**src/verilog/csr_pkg.sv**
```systemverilog
package csr_pkg;

  // register indices on the core's special-function bus
  localparam logic [7:0] ADDR_PORT0 = 8'h80;
  localparam logic [7:0] ADDR_STACK_POINTER = 8'h81;
  localparam logic [7:0] ADDR_DATA_POINTER_LO = 8'h82;
  localparam logic [7:0] ADDR_DATA_POINTER_HI = 8'h83;
  localparam logic [7:0] ADDR_POWER_CONTROL = 8'h87;
  localparam logic [7:0] ADDR_TIMER_CTRL = 8'h88;
  localparam logic [7:0] ADDR_TIMER_MODE = 8'h89;
  localparam logic [7:0] ADDR_PORT1 = 8'h90;
  localparam logic [7:0] ADDR_UART_CTRL = 8'h98;
  localparam logic [7:0] ADDR_UART_BUFFER = 8'h99;
  localparam logic [7:0] ADDR_PORT2 = 8'hA0;
  localparam logic [7:0] ADDR_IRQ_ENABLE = 8'hA8;
  localparam logic [7:0] ADDR_PORT3 = 8'hB0;
  localparam logic [7:0] ADDR_IRQ_PRIORITY = 8'hB8;
  localparam logic [7:0] ADDR_STATUS_WORD = 8'hD0;
  localparam logic [7:0] ADDR_ACCUM = 8'hE0;
  localparam logic [7:0] ADDR_BREG = 8'hF0;
  // own registers: irq vector low byte and core state readback
  localparam logic [7:0] ADDR_IRQ_VECTOR = 8'hF8;
  localparam logic [7:0] ADDR_CORE_STATE = 8'hF9;

  // reset values
  localparam logic [7:0] RST_STACK_POINTER = 8'h07;
  localparam logic [7:0] RST_PORT = 8'hFF;
  localparam logic [7:0] RST_ZERO = 8'h00;

  // field positions
  localparam int BANK_HI_BIT = 4;
  localparam int BANK_LO_BIT = 3;
  localparam int BAUD_DOUBLER_BIT = 7;
  localparam int POWER_DOWN_BIT = 1;
  localparam int SLEEP_REQ_BIT = 0;
  localparam int GLOBAL_EN_BIT = 7;
  localparam int IT0_BIT = 0;
  localparam int IT1_BIT = 2;
  localparam int EXT0_FLAG_BIT = 1;
  localparam int EXT1_FLAG_BIT = 3;
  localparam int TF0_BIT = 5;
  localparam int TF1_BIT = 7;
  // implemented bit masks
  localparam logic [7:0] IRQ_ENABLE_MASK = 8'hBF;
  localparam logic [7:0] IRQ_PRIO_MASK = 8'h3F;
  localparam logic [7:0] POWER_CONTROL_MASK = 8'h8F;

  // interrupt vectors
  localparam logic [15:0] VEC_EXT0 = 16'h0003;
  localparam logic [15:0] VEC_TIMER0 = 16'h000B;
  localparam logic [15:0] VEC_EXT1 = 16'h0013;
  localparam logic [15:0] VEC_TIMER1 = 16'h001B;
  localparam logic [15:0] VEC_UART = 16'h0023;
  localparam logic [15:0] VEC_TIMER2 = 16'h002B;
  localparam int NUM_SRC = 6;

  typedef enum logic [2:0] {
    PWR_RUN = 3'b001,
    PWR_IDLE = 3'b010,
    PWR_DOWN = 3'b100
  } csr_pwr_e;

  typedef struct packed {
    logic [7:0] addr;
    logic [7:0] wdata;
    logic wr;
    logic rd;
  } csr_bus_s;

  typedef struct packed {
    logic valid;
    logic [15:0] vector;
    logic [2:0] source;
  } csr_irq_s;

  // bank base address from the two select bits
  function automatic logic [7:0] bank_base(input logic [1:0] sel);
    bank_base = {3'h0, sel, 3'h0};
  endfunction

endpackage

```
**src/verilog/csr_irq_arb.sv**
```systemverilog
`timescale 1ns/1ps
`default_nettype none
// fixed-priority interrupt selection with two levels
module csr_irq_arb
  import csr_pkg::*;
(
  input wire logic [NUM_SRC-1:0] req_i,
  input wire logic [7:0] enable_i,
  input wire logic [7:0] prio_i,
  output csr_irq_s irq_o
);
  logic [NUM_SRC-1:0] live;
  logic [NUM_SRC-1:0] hi;
  logic [NUM_SRC-1:0] pick;
  logic [2:0] idx;
  logic [15:0] vec;

  // only enabled sources count, and none while global enable is low
  assign live = req_i & enable_i[NUM_SRC-1:0] &
                {NUM_SRC{enable_i[GLOBAL_EN_BIT]}};
  assign hi = live & prio_i[NUM_SRC-1:0];
  assign pick = (|hi) ? hi : live;

  // lowest index wins inside a level
  always_comb begin
    idx = 3'd0;
    for (int i = NUM_SRC - 1; i >= 0; i--) begin
      if (pick[i]) begin
        idx = 3'(i);
      end
    end
  end

  // fixed vector table
  always_comb begin
    case (idx)
      3'd0: vec = VEC_EXT0;
      3'd1: vec = VEC_TIMER0;
      3'd2: vec = VEC_EXT1;
      3'd3: vec = VEC_TIMER1;
      3'd4: vec = VEC_UART;
      3'd5: vec = VEC_TIMER2;
      default: vec = VEC_EXT0;
    endcase
  end

  assign irq_o = '{valid: |live, vector: vec, source: idx};
endmodule // csr_irq_arb
`default_nettype wire

```
**src/verilog/csr_core_regs.sv**
```systemverilog
// Local design decisions: the placing of the registers and the plain strobed port.
`timescale 1ns/1ps
`default_nettype none
module csr_core_regs
  import csr_pkg::*;
(
  input wire logic core_clk_i,
  input wire logic reset_i,
  input wire logic [7:0] addr_i,
  input wire logic [7:0] wdata_i,
  input wire logic wr_i,
  input wire logic rd_i,
  input wire logic ext0_n_i,
  input wire logic ext1_n_i,
  input wire logic [3:0] irq_src_i,
  input wire logic irq_ack_i,
  input wire logic wake_i,
  input wire logic timer1_baud_i,
  input wire logic [1:0] uart_mode_i,
  output logic [7:0] rdata_o,
  output logic [7:0] bank_base_o,
  output logic baud_double_o,
  output logic idle_o,
  output logic power_down_o,
  output logic irq_req_o,
  output logic [15:0] irq_vector_o
);
  csr_bus_s bus;
  csr_irq_s sel;
  csr_pwr_e pwr_r, pwr_nxt;
  logic [7:0] acc_r, breg_r, psw_r, sp_r, dpl_r, dph_r, power_control_r;
  logic [7:0] ien_r, ipr_r, tcon_r, tmod_r, scon_r, ubuf_r;
  logic [7:0] port_r [4];
  logic [7:0] rdata_r, bank_r;
  logic [15:0] vec_r;
  logic baud_r, irq_r, ext0_d_r, ext1_d_r;
  logic [7:0] rd_mux;
  logic ext0_fall, ext1_fall, ext0_lvl, ext1_lvl;
  logic [NUM_SRC-1:0] req;
  logic w_power_control, ack0, ack1;

  assign bus = '{addr: addr_i, wdata: wdata_i, wr: wr_i, rd: rd_i};
  assign w_power_control = bus.wr && bus.addr == ADDR_POWER_CONTROL;

  // register writes; reset holds until first write
  always_ff @(posedge core_clk_i or posedge reset_i) begin
    if (reset_i) begin
      acc_r <= RST_ZERO;
      breg_r <= RST_ZERO;
      psw_r <= RST_ZERO;
      sp_r <= RST_STACK_POINTER;
      dpl_r <= RST_ZERO;
      dph_r <= RST_ZERO;
      tmod_r <= RST_ZERO;
      scon_r <= RST_ZERO;
      ien_r <= RST_ZERO;
      ipr_r <= RST_ZERO;
      power_control_r <= RST_ZERO;
      for (int i = 0; i < 4; i++) begin
        port_r[i] <= RST_PORT;
      end
    end else if (bus.wr) begin
      case (bus.addr)
        ADDR_ACCUM: acc_r <= bus.wdata;
        ADDR_BREG: breg_r <= bus.wdata;
        ADDR_STATUS_WORD: psw_r <= bus.wdata;
        ADDR_STACK_POINTER: sp_r <= bus.wdata;
        ADDR_DATA_POINTER_LO: dpl_r <= bus.wdata;
        ADDR_DATA_POINTER_HI: dph_r <= bus.wdata;
        ADDR_TIMER_MODE: tmod_r <= bus.wdata;
        ADDR_UART_CTRL: scon_r <= bus.wdata;
        ADDR_IRQ_ENABLE: ien_r <= bus.wdata & IRQ_ENABLE_MASK;
        ADDR_IRQ_PRIORITY: ipr_r <= bus.wdata & IRQ_PRIO_MASK;
        ADDR_POWER_CONTROL: power_control_r <= bus.wdata & POWER_CONTROL_MASK;
        ADDR_PORT0: port_r[0] <= bus.wdata;
        ADDR_PORT1: port_r[1] <= bus.wdata;
        ADDR_PORT2: port_r[2] <= bus.wdata;
        ADDR_PORT3: port_r[3] <= bus.wdata;
        default: ;
      endcase
    end
  end

  // uart buffer has no reset value
  always_ff @(posedge core_clk_i) begin
    if (bus.wr && bus.addr == ADDR_UART_BUFFER) begin
      ubuf_r <= bus.wdata;
    end
  end

  // external pin edge/level detection
  assign ext0_fall = ext0_d_r & ~ext0_n_i;
  assign ext1_fall = ext1_d_r & ~ext1_n_i;
  assign ext0_lvl = ~ext0_n_i;
  assign ext1_lvl = ~ext1_n_i;
  assign ack0 = irq_ack_i && sel.valid && sel.source == 3'd0;
  assign ack1 = irq_ack_i && sel.valid && sel.source == 3'd2;

  // timer control; edge flags set wins over hardware ack and write
  always_ff @(posedge core_clk_i or posedge reset_i) begin
    if (reset_i) begin
      tcon_r <= RST_ZERO;
      ext0_d_r <= 1'b1;
      ext1_d_r <= 1'b1;
    end else begin
      ext0_d_r <= ext0_n_i;
      ext1_d_r <= ext1_n_i;
      if (bus.wr && bus.addr == ADDR_TIMER_CTRL) begin
        tcon_r <= bus.wdata;
      end else begin
        if (ack0) tcon_r[EXT0_FLAG_BIT] <= 1'b0;
        if (ack1) tcon_r[EXT1_FLAG_BIT] <= 1'b0;
      end
      if (tcon_r[IT0_BIT] && ext0_fall) tcon_r[EXT0_FLAG_BIT] <= 1'b1;
      if (tcon_r[IT1_BIT] && ext1_fall) tcon_r[EXT1_FLAG_BIT] <= 1'b1;
    end
  end

  // request vector: level or latched edge per type bit
  assign req[0] = tcon_r[IT0_BIT] ? tcon_r[EXT0_FLAG_BIT]
                                  : ext0_lvl;
  assign req[1] = tcon_r[TF0_BIT];
  assign req[2] = tcon_r[IT1_BIT] ? tcon_r[EXT1_FLAG_BIT]
                                  : ext1_lvl;
  assign req[3] = tcon_r[TF1_BIT];
  // uart rx/tx share one source, timer 2 overflow/external the next
  assign req[4] = irq_src_i[0] | irq_src_i[1];
  assign req[5] = irq_src_i[2] | irq_src_i[3];

  csr_irq_arb u_arb (
    .req_i(req),
    .enable_i(ien_r),
    .prio_i(ipr_r),
    .irq_o(sel)
  );

  // power state: power-down beats idle
  always_comb begin
    pwr_nxt = pwr_r;
    case (pwr_r)
      PWR_RUN: begin
        if (w_power_control && bus.wdata[POWER_DOWN_BIT]) begin
          pwr_nxt = PWR_DOWN;
        end else if (w_power_control && bus.wdata[SLEEP_REQ_BIT]) begin
          pwr_nxt = PWR_IDLE;
        end
      end
      PWR_IDLE: begin
        if (wake_i || sel.valid) pwr_nxt = PWR_RUN;
      end
      PWR_DOWN: begin
        if (wake_i) pwr_nxt = PWR_RUN;
      end
      default: pwr_nxt = PWR_RUN;
    endcase
  end

  // read mux
  always_comb begin
    case (bus.addr)
      ADDR_ACCUM: rd_mux = acc_r;
      ADDR_BREG: rd_mux = breg_r;
      ADDR_STATUS_WORD: rd_mux = psw_r;
      ADDR_STACK_POINTER: rd_mux = sp_r;
      ADDR_DATA_POINTER_LO: rd_mux = dpl_r;
      ADDR_DATA_POINTER_HI: rd_mux = dph_r;
      ADDR_TIMER_MODE: rd_mux = tmod_r;
      ADDR_TIMER_CTRL: rd_mux = tcon_r;
      ADDR_UART_CTRL: rd_mux = scon_r;
      ADDR_UART_BUFFER: rd_mux = ubuf_r;
      ADDR_IRQ_ENABLE: rd_mux = ien_r;
      ADDR_IRQ_PRIORITY: rd_mux = ipr_r;
      ADDR_POWER_CONTROL: rd_mux = power_control_r;
      ADDR_PORT0: rd_mux = port_r[0];
      ADDR_PORT1: rd_mux = port_r[1];
      ADDR_PORT2: rd_mux = port_r[2];
      ADDR_PORT3: rd_mux = port_r[3];
      ADDR_IRQ_VECTOR: rd_mux = vec_r[7:0];
      ADDR_CORE_STATE: rd_mux = {5'h00, pwr_r};
      default: rd_mux = RST_ZERO;
    endcase
  end

  // registered outputs
  always_ff @(posedge core_clk_i or posedge reset_i) begin
    if (reset_i) begin
      pwr_r <= PWR_RUN;
      rdata_r <= RST_ZERO;
      bank_r <= RST_ZERO;
      baud_r <= 1'b0;
      irq_r <= 1'b0;
      vec_r <= VEC_EXT0;
    end else begin
      pwr_r <= pwr_nxt;
      rdata_r <= bus.rd ? rd_mux : RST_ZERO;
      bank_r <= bank_base(psw_r[BANK_HI_BIT:BANK_LO_BIT]);
      baud_r <= power_control_r[BAUD_DOUBLER_BIT] & timer1_baud_i &
                (uart_mode_i != 2'd0);
      irq_r <= sel.valid;
      vec_r <= sel.vector;
    end
  end

  assign rdata_o = rdata_r;
  assign bank_base_o = bank_r;
  assign baud_double_o = baud_r;
  assign idle_o = pwr_r[1]; // one-hot idle bit
  assign power_down_o = pwr_r[2]; // one-hot power-down bit
  assign irq_req_o = irq_r;
  assign irq_vector_o = vec_r;

  // checks
  sp_reset_a: assert property (@(posedge core_clk_i)
    $fell(reset_i) |-> sp_r == RST_STACK_POINTER && port_r[3] == RST_PORT)
    else $error("stack pointer or port not at reset value");
  bank_map_a: assert property (@(posedge core_clk_i) disable iff (reset_i)
    ##1 bank_r == {3'h0, $past(psw_r[4:3]), 3'h0})
    else $error("bank base mismatch");
  pd_wins_a: assert property (@(posedge core_clk_i) disable iff (reset_i)
    pwr_r == PWR_RUN && w_power_control && bus.wdata[1:0] == 2'b11
    |=> pwr_r == PWR_DOWN)
    else $error("power-down did not take precedence");
  idle_entry_a: assert property (@(posedge core_clk_i) disable iff (reset_i)
    pwr_r == PWR_RUN && w_power_control && bus.wdata[1:0] == 2'b01
    |=> pwr_r == PWR_IDLE)
    else $error("idle not entered");
  pd_entry_a: assert property (@(posedge core_clk_i) disable iff (reset_i)
    pwr_r == PWR_RUN && w_power_control && bus.wdata[1] |=> power_down_o)
    else $error("power-down not entered");
  global_gate_a: assert property (@(posedge core_clk_i) disable iff (reset_i)
    !ien_r[7] |=> !irq_req_o)
    else $error("irq raised with global enable low");
  src_gate_a: assert property (@(posedge core_clk_i) disable iff (reset_i)
    sel.valid |-> ien_r[7] && ien_r[sel.source])
    else $error("disabled source selected");
  vec_map_a: assert property (@(posedge core_clk_i) disable iff (reset_i)
    sel.valid |=> vec_r == {10'h000, $past(sel.source), 3'h3})
    else $error("vector address wrong");
  baud_a: assert property (@(posedge core_clk_i) disable iff (reset_i)
    power_control_r[7] && timer1_baud_i && uart_mode_i == 2'd0 |=> !baud_r)
    else $error("baud doubled in mode 0");
  edge_latch_a: assert property (@(posedge core_clk_i) disable iff (reset_i)
    tcon_r[0] && ext0_fall |=> tcon_r[1])
    else $error("edge flag not latched");
  cv_pd: cover property (@(posedge core_clk_i) pwr_r == PWR_DOWN);
  cv_idle: cover property (@(posedge core_clk_i) pwr_r == PWR_IDLE);
  cv_irq: cover property (@(posedge core_clk_i) irq_req_o && vec_r == VEC_UART);
endmodule // csr_core_regs
`default_nettype wire

```
**config.mk**
```make
export PLATFORM = sky130hd
export DESIGN_NAME = csr_core_regs
export DESIGN_NICKNAME = d
export VERILOG_FILES = /design/src/verilog/csr_pkg.sv /design/src/verilog/csr_irq_arb.sv /design/src/verilog/csr_core_regs.sv
export SDC_FILE = /design/constraint.sdc
export NUM_CORES = 1
export LEC_CHECK = 0
export BUFFER_PORTS_ARGS = -buffer_cell sky130_fd_sc_hd__buf_2
export CAP_MARGIN = 40
export CORE_ASPECT_RATIO = 0.9
export CORE_UTILIZATION = 40
export CTS_BUF_LIST = sky130_fd_sc_hd__clkbuf_4 sky130_fd_sc_hd__clkbuf_8
export DETAILED_ROUTE_END_ITERATION = 10
export GPL_TIMING_DRIVEN = 1
export PLACE_DENSITY_LB_ADDON = 0.25
export SYNTH_ARGS = -nofsm -noshare
export SYNTH_HDL_FRONTEND = slang
export SYNTH_HIERARCHICAL = 1
export SYNTH_SLANG_ARGS = --single-unit
```
**constraint.sdc**
```tcl
create_clock -name core_clk_i -period 15.42 [get_ports core_clk_i]
set_input_delay 3.084 -clock core_clk_i [delete_from_list [all_inputs] [get_ports core_clk_i]]
set_output_delay 3.084 -clock core_clk_i [all_outputs]
set_load 0.02 [all_outputs]
```
[Yosys cells after proc, flatten, opt, wreduce, memory -nomap -nowiden]
Index checks and enable logic that the tools add are counted.
Cells by class
  eq/ne operators: 30
  muxes and demuxes: 23
  bitwise gates (word level): 11
  reduce and logical (&&, ||, !) cells: 33
Operator list (number)
  == test 8 bit (second input constant): 19
  case mux 8 bit (19 select lines): 1
  two-way mux 3 bit: 10
  case mux 6 bit (5 select lines): 1
  AND reduction 2 bit: 15
  bitwise AND 6 bit: 3
  OR reduction 6 bit: 2
  logical AND 1 bit: 10
  == test 3 x 2 -> 1 bit (second input constant): 3
  == test 3 bit (second input constant): 3
  case mux 3 bit (3 select lines): 1
  two-way mux 1 bit: 8
  two-way mux 8 bit: 1
  == test 3 x 1 -> 1 bit (second input constant): 2
  two-way mux 6 bit: 1
  nonzero test 3 bit: 2
  bitwise AND 1 bit: 4
  inequality test 2 bit (second input constant): 2
  logical NOT 3 bit: 1
  inequality test 3 bit (second input constant): 1
  AND reduction 3 bit: 1
  NOT 1 bit: 2
  OR 1 bit: 2
  nonzero test 2 bit: 1
  logical OR 1 bit: 1
Word-level totals
  flip-flop bits (word level): 163
  bits of input ports: 31
  output and inout port bits: 36
  logic and storage cells: 124

[Logic depth before layout (Yosys ltp)]
  depth in word-level cells: 18
  depth in mapped cells: 11
  mapped depth without buffers: 11

[By module]
The synthesis kept the hierarchy.
By module, submodules not included
  csr_core_regs: times used 1, cells an instance 572, area an instance 7751.2 µm², sequential area each 4169.0 µm²
  csr_irq_arb: times used 1, cells an instance 59, area an instance 425.4 µm², sequential area each 0.0 µm²

[Worst setup path after synthesis]
OpenSTA, ideal clock, no wires.
  kind: input port to flip-flop
  start: input port irq_src_i[3]
  end: register tcon_r[1]
  setup time: 0.129 ns
  arrival: 4.640 ns
  data required time: 15.291 ns
  slack: 10.652 ns
  stages on the path: 10
  path buffers: 0
  cell sequence: or2_2 -> nand4_1 -> nand2_1 -> o31ai_1 -> nor2_1 -> and3_1 -> nor2_1 -> nand3_1 -> o211ai_1 -> nand3_1
RTL lines
  start: declaration: RTL line csr_core_regs.sv:15  | input wire logic [3:0] irq_src_i,
  end signal: assignment: RTL line csr_core_regs.sv:109  | tcon_r <= bus.wdata;
  end: declaration: RTL line csr_core_regs.sv:32  | logic [7:0] ien_r, ipr_r, tcon_r, tmod_r, scon_r, ubuf_r;

[Final worst setup path]
  start: input port addr_i[4]
  end: register rdata_r[5] (netlist: rdata_o[5])
On the way
  cells in the longest elaborated chain, start to end: 3
Ends and longest elaborated chain
  start: declaration: RTL line csr_core_regs.sv:9  | input wire logic [7:0] addr_i,
  == test 8 bit: RTL line csr_core_regs.sv:160  | case (bus.addr)
  case mux 8 bit (19 select lines) (*): RTL line csr_core_regs.sv:160
  two-way mux 8 bit (*): RTL line csr_core_regs.sv:195  | rdata_r <= bus.rd ? rd_mux : RST_ZERO;
  end signal: assignment: RTL line csr_core_regs.sv:195
  end: declaration: RTL line csr_core_regs.sv:34  | logic [7:0] rdata_r, bank_r;
Every way passes the cells marked *; elsewhere a longest branch is shown, timed or not.
A chain may end at the register's enable or synchronous reset.

==> flow_metrics.py <==
metrics = {
    "status": {
        "outcome": "complete, but fails checks",
        "violations": "design-rule violations",
    },
    "power_and_ir_drop": {
        "power.share.sequential": 0.531,
        "switching_power_as_a_share_of_total_power": 0.265,
        "clockPowerShare": 0.382,
        "power.static_leakage_nw": 4.28,
        "vdd_ir_drop_max_mv": 0.0540,
        "switchingPower_mw": 0.233,
        "combinationalPowerShare": 0.087,
        "power_density_mw_per_mm2": 97.5,
        "internal_power_mw": 0.644,
    },
    "clock_tree": {
        "clk_path_buf_depth": 2,
        "cts_tree": "built",
        "worst_setup_hold_path_clk_slew_ps": 90,
        "cts_hold_buf": 0,
        "number_of_sinks_handled_by_clock_tree_synthesis": 163,
        "post_cts_buffers": 0,
        "worstSkewPairLatency_ps": 460,
        "tritoncts.num_buffers": 17,
        "cts.root.buffer_cell": "sky130_fd_sc_hd__clkbuf_8",
        "cts-resized-gates": 0,
        "h_tree_lvls": 4,
    },
    "worst_setup_path": {
        "cp.arrival_ps": 5180,
        "endpoint": "rdata_o[5]",
        "timing.setup.critical_path_class": "in -> reg",
        "startpoint_type": "input pin",
        "r2r_slack_ps": 12850,
        "path_cells": "buf_2 > nor4bb_1 > buf_4 > a222oi_1 > nor2_1 > a221oi_1 > a31oi_1",
        "required_time_of_the_critical_path_ps": 15740,
        "setup.worst_path.start": "addr_i[4]",
        "crit_cells": 7,
        "critPathSlowestCell": "sky130_fd_sc_hd__buf_2",
        "crit_buf_inv": 2,
        "critical_path_end_type": "flip-flop",
        "reg_to_reg_endpoint": "tcon_r[1]",
        "timing.critical_path.max_delay_family": "compound AO/OA/AOI/OAI gates",
        "reg2regPathDepth": 9,
        "crit-reg2reg-launch": "ien_r[7]",
        "path_max_fanout": 31,
        "cpPeakStageDelay_ps": 570,
    },
    "finish": {
        "final_core_area_utilization": 0.450,
        "layoutNonFillerInstCount": 941,
        "post_route_cells_drive_above_1_share": 0.308,
        "antennaDiodeCount": 0,
        "most_common_cell_after_layout_fill_and_taps_aside": "sky130_fd_sc_hd__dfrtp_1",
        "finalNetCount": 706,
        "area.growth.synth_to_final_pct": 9.98,
        "final_cell_mix": "115 x sky130_fd_sc_hd__dfrtp_1, 101 x sky130_fd_sc_hd__mux2_1, 61 x sky130_fd_sc_hd__buf_2, 40 x sky130_fd_sc_hd__dfstp_2, 27 x sky130_fd_sc_hd__mux2i_1",
    },
    "yosys": {
        "synth_largest_type_area_fraction": 0.352,
        "post_synth_main_area_contributors": "sky130_fd_sc_hd__dfrtp_1 35%, sky130_fd_sc_hd__mux2_1 14%, sky130_fd_sc_hd__dfstp_2 13%",
        "post-synth-top-area-cell": "sky130_fd_sc_hd__dfrtp_1",
        "synth_sequential_area_ratio": 0.510,
        "number_of_distinct_standard_cells_referenced_by_the_synthesized_netlist": 75,
        "synth_warnings": 6,
        "synth-seq-cells": 163,
        "number_of_enable_type_register_cells_in_the_synthesized_netlist": 8,
        "postSynth.topFlopCell": "sky130_fd_sc_hd__dfrtp_1",
        "synth.cell_area_mm2": 0.00818,
        "synthesis.area_per_instance_um2": 13.0,
        "synthCells": 631,
        "asyncSetResetFlopFracSynth": 0.951,
    },
    "routing": {
        "totalWireLength_um": 21900,
        "wl_per_cell_um": 23.3,
        "dr_total_vias": 5488,
        "route.antenna.remaining_nets": 0,
        "detailedRoute.firstIterationViolations": 542,
        "vias_per_cell": 5.83,
        "detailedRoute.firstPassIterationCount": 10,
        "post-route-drc-count": 2,
    },
    "grt": {
        "grt_first_pass_wirelength_um": 34200,
        "grt_max_degree": 81,
        "vias_in_the_first_global_route": 5522,
        "grt_util_all_layers": 0.220,
        "grt_antenna_before_repair": 0,
        "grt.overflow.total": 0,
    },
    "floorplan": {
        "fp.dieArea_mm2": 0.0210,
        "die_width_um": 153,
        "initial_utilization": 0.409,
        "core_mm2": 0.0200,
        "floorplan.rows": 49,
        "die_y_um": 138,
        "floorplan.io_pins": 67,
    },
    "timing": {
        "maxClockFrequency_mhz": 206,
        "fin_crit_sh": 0.315,
        "transition_time_of_the_tightest_slew_check_pin_ps": 791,
        "slew_violations": 0,
        "post-route-worst-setup-slack_ps": 10560,
        "fin_setup_tns_ps": 0,
        "relSlewSlack": 0.473,
        "unrepaired_setup_endpoints_after_global_routing": "no",
        "setup-violations-final": 0,
        "fin_worst_skew_ps": 11.8,
        "hold-worst-slack_ps": 443,
        "finalWorstPathRequiredPeriod_ps": 4860,
        "final_hold_violation_count": 0,
    },
    "placed_design": {
        "post-dp-hpwl_um": 15100,
        "post-place-cells": 909,
        "dp_worst_setup_slack_ps": 10110,
        "place_congestion": 0.926,
        "portBuffers": 60,
    },
    "hold_path": {
        "hp-class": "reg -> reg",
        "holdCritStartpoint": "psw_r[3]",
    },
    "job": {
        "cap_violations": 0,
    },
}
kinds of logic after synthesis:
| group | count (synthesis) | synth area share |
|---|---|---|
| flops | 163 | 0.510 |
| mux | 162 | 0.228 |
| simple gates | 141 | 0.127 |
| compound gates | 96 | 0.0855 |
| buf+inv | 64 | 0.0451 |
| other cells | 3 | 0.00138 |
| fa+ha+maj | 2 | 0.00306 |
flip-flops by register name (all words and copies together), names as in the netlist:
signal,flops
sp_r,8
ubuf_r,8
psw_r,8
port_r,32
irq_vector_o,16
irq_req_o,1
tmod_r,8
bank_base_o,2
dph_r,8
baud_double_o,1
ext1_d_r,1
rdata_o,8
ipr_r,6
ext0_d_r,1
scon_r,8
breg_r,8
tcon_r,8
dpl_r,8
ien_r,7
pwr_r,3
power_control_r,5
acc_r,8
power by group through the flow:
stage / Sequential, mW / Clock, mW / Combinational (mW)
after floorplan: 0.472 / 0 / 0.0536
after global placement: 0.473 / 0 / 0.0743
after detailed placement: 0.474 / 0 / 0.0768
after CTS: 0.466 / 0.343 / 0.0771
after global routing: 0.468 / 0.359 / 0.0833
final: 0.466 / 0.335 / 0.0762
how the worst min path moves through the flow:
stage,endpoint,cells after the start
5_1_grt,bank_base_o[3],0
3_3_place_gp,bank_base_o[3],0
6_report,bank_base_o[3],0
3_5_place_dp,bank_base_o[3],0
4_1_cts,bank_base_o[3],0
2_1_floorplan,bank_base_o[3],0
area by class of cell:
type | count | area [µm²]
clock buffers | 18 | 241
clock inverters | 14 | 178
fillers | 1845 | 11000
inverters | 5 | 23.8
multi-input cells | 420 | 3700
flip-flops and latches | 163 | 4170
well taps | 255 | 319
repair buffers | 66 | 363
cells in the mapped netlist, types with 4 or more instances:
cell type / count
sky130_fd_sc_hd__edfxtp_1: 8
sky130_fd_sc_hd__a21oi_1: 7
sky130_fd_sc_hd__nand2b_1: 5
sky130_fd_sc_hd__mux2i_1: 27
sky130_fd_sc_hd__mux2_1: 101
sky130_fd_sc_hd__nand2_2: 5
sky130_fd_sc_hd__mux2_2: 17
sky130_fd_sc_hd__dfstp_2: 40
sky130_fd_sc_hd__a221oi_1: 7
sky130_fd_sc_hd__a22oi_1: 8
sky130_fd_sc_hd__nand2_4: 8
sky130_fd_sc_hd__o22ai_1: 14
sky130_fd_sc_hd__a31oi_1: 12
sky130_fd_sc_hd__clkbuf_1: 14
sky130_fd_sc_hd__and4b_1: 5
sky130_fd_sc_hd__nand4_1: 6
sky130_fd_sc_hd__buf_4: 25
sky130_fd_sc_hd__o21ai_0: 14
sky130_fd_sc_hd__a22o_1: 6
sky130_fd_sc_hd__nand3b_1: 6
sky130_fd_sc_hd__and3_1: 7
sky130_fd_sc_hd__nor3b_1: 5
sky130_fd_sc_hd__nor2_1: 12
sky130_fd_sc_hd__nand3_1: 20
sky130_fd_sc_hd__mux2_4: 16
sky130_fd_sc_hd__inv_1: 5
sky130_fd_sc_hd__and2_1: 4
sky130_fd_sc_hd__nand2_1: 24
sky130_fd_sc_hd__o211ai_1: 4
sky130_fd_sc_hd__buf_2: 16
sky130_fd_sc_hd__dfrtp_1: 115
worst register-to-register path, cell delays in order (launching register included):
cell and delay, ps:
sky130_fd_sc_hd__dfrtp_1 590, sky130_fd_sc_hd__nand4_1 320, sky130_fd_sc_hd__nand4_2 220, sky130_fd_sc_hd__o31ai_1 500, sky130_fd_sc_hd__nor2_1 140, sky130_fd_sc_hd__and3_1 230, sky130_fd_sc_hd__nor2_1 120, sky130_fd_sc_hd__nand3_1 90
sky130_fd_sc_hd__o211ai_1 160, sky130_fd_sc_hd__nand3_1 90
routing by layer:
metal	routed length, µm	track usage	part of all wire
met1	10300	0.310	0.47
met2	10000	0.346	0.46
met3	1170	0.0359	0.053
met4	425	0.0735	0.019
met5	0	0	0
metrics by stage:
stage | cell area, µm² | power [mW]
after floorplan | 8240 | 0.525
after global placement | 8540 | 0.547
after detailed placement | 8570 | 0.551
after CTS | 8990 | 0.886
after global routing | 8990 | 0.911
final | 8990 | 0.877
Power figures use the tool's default switching activity.
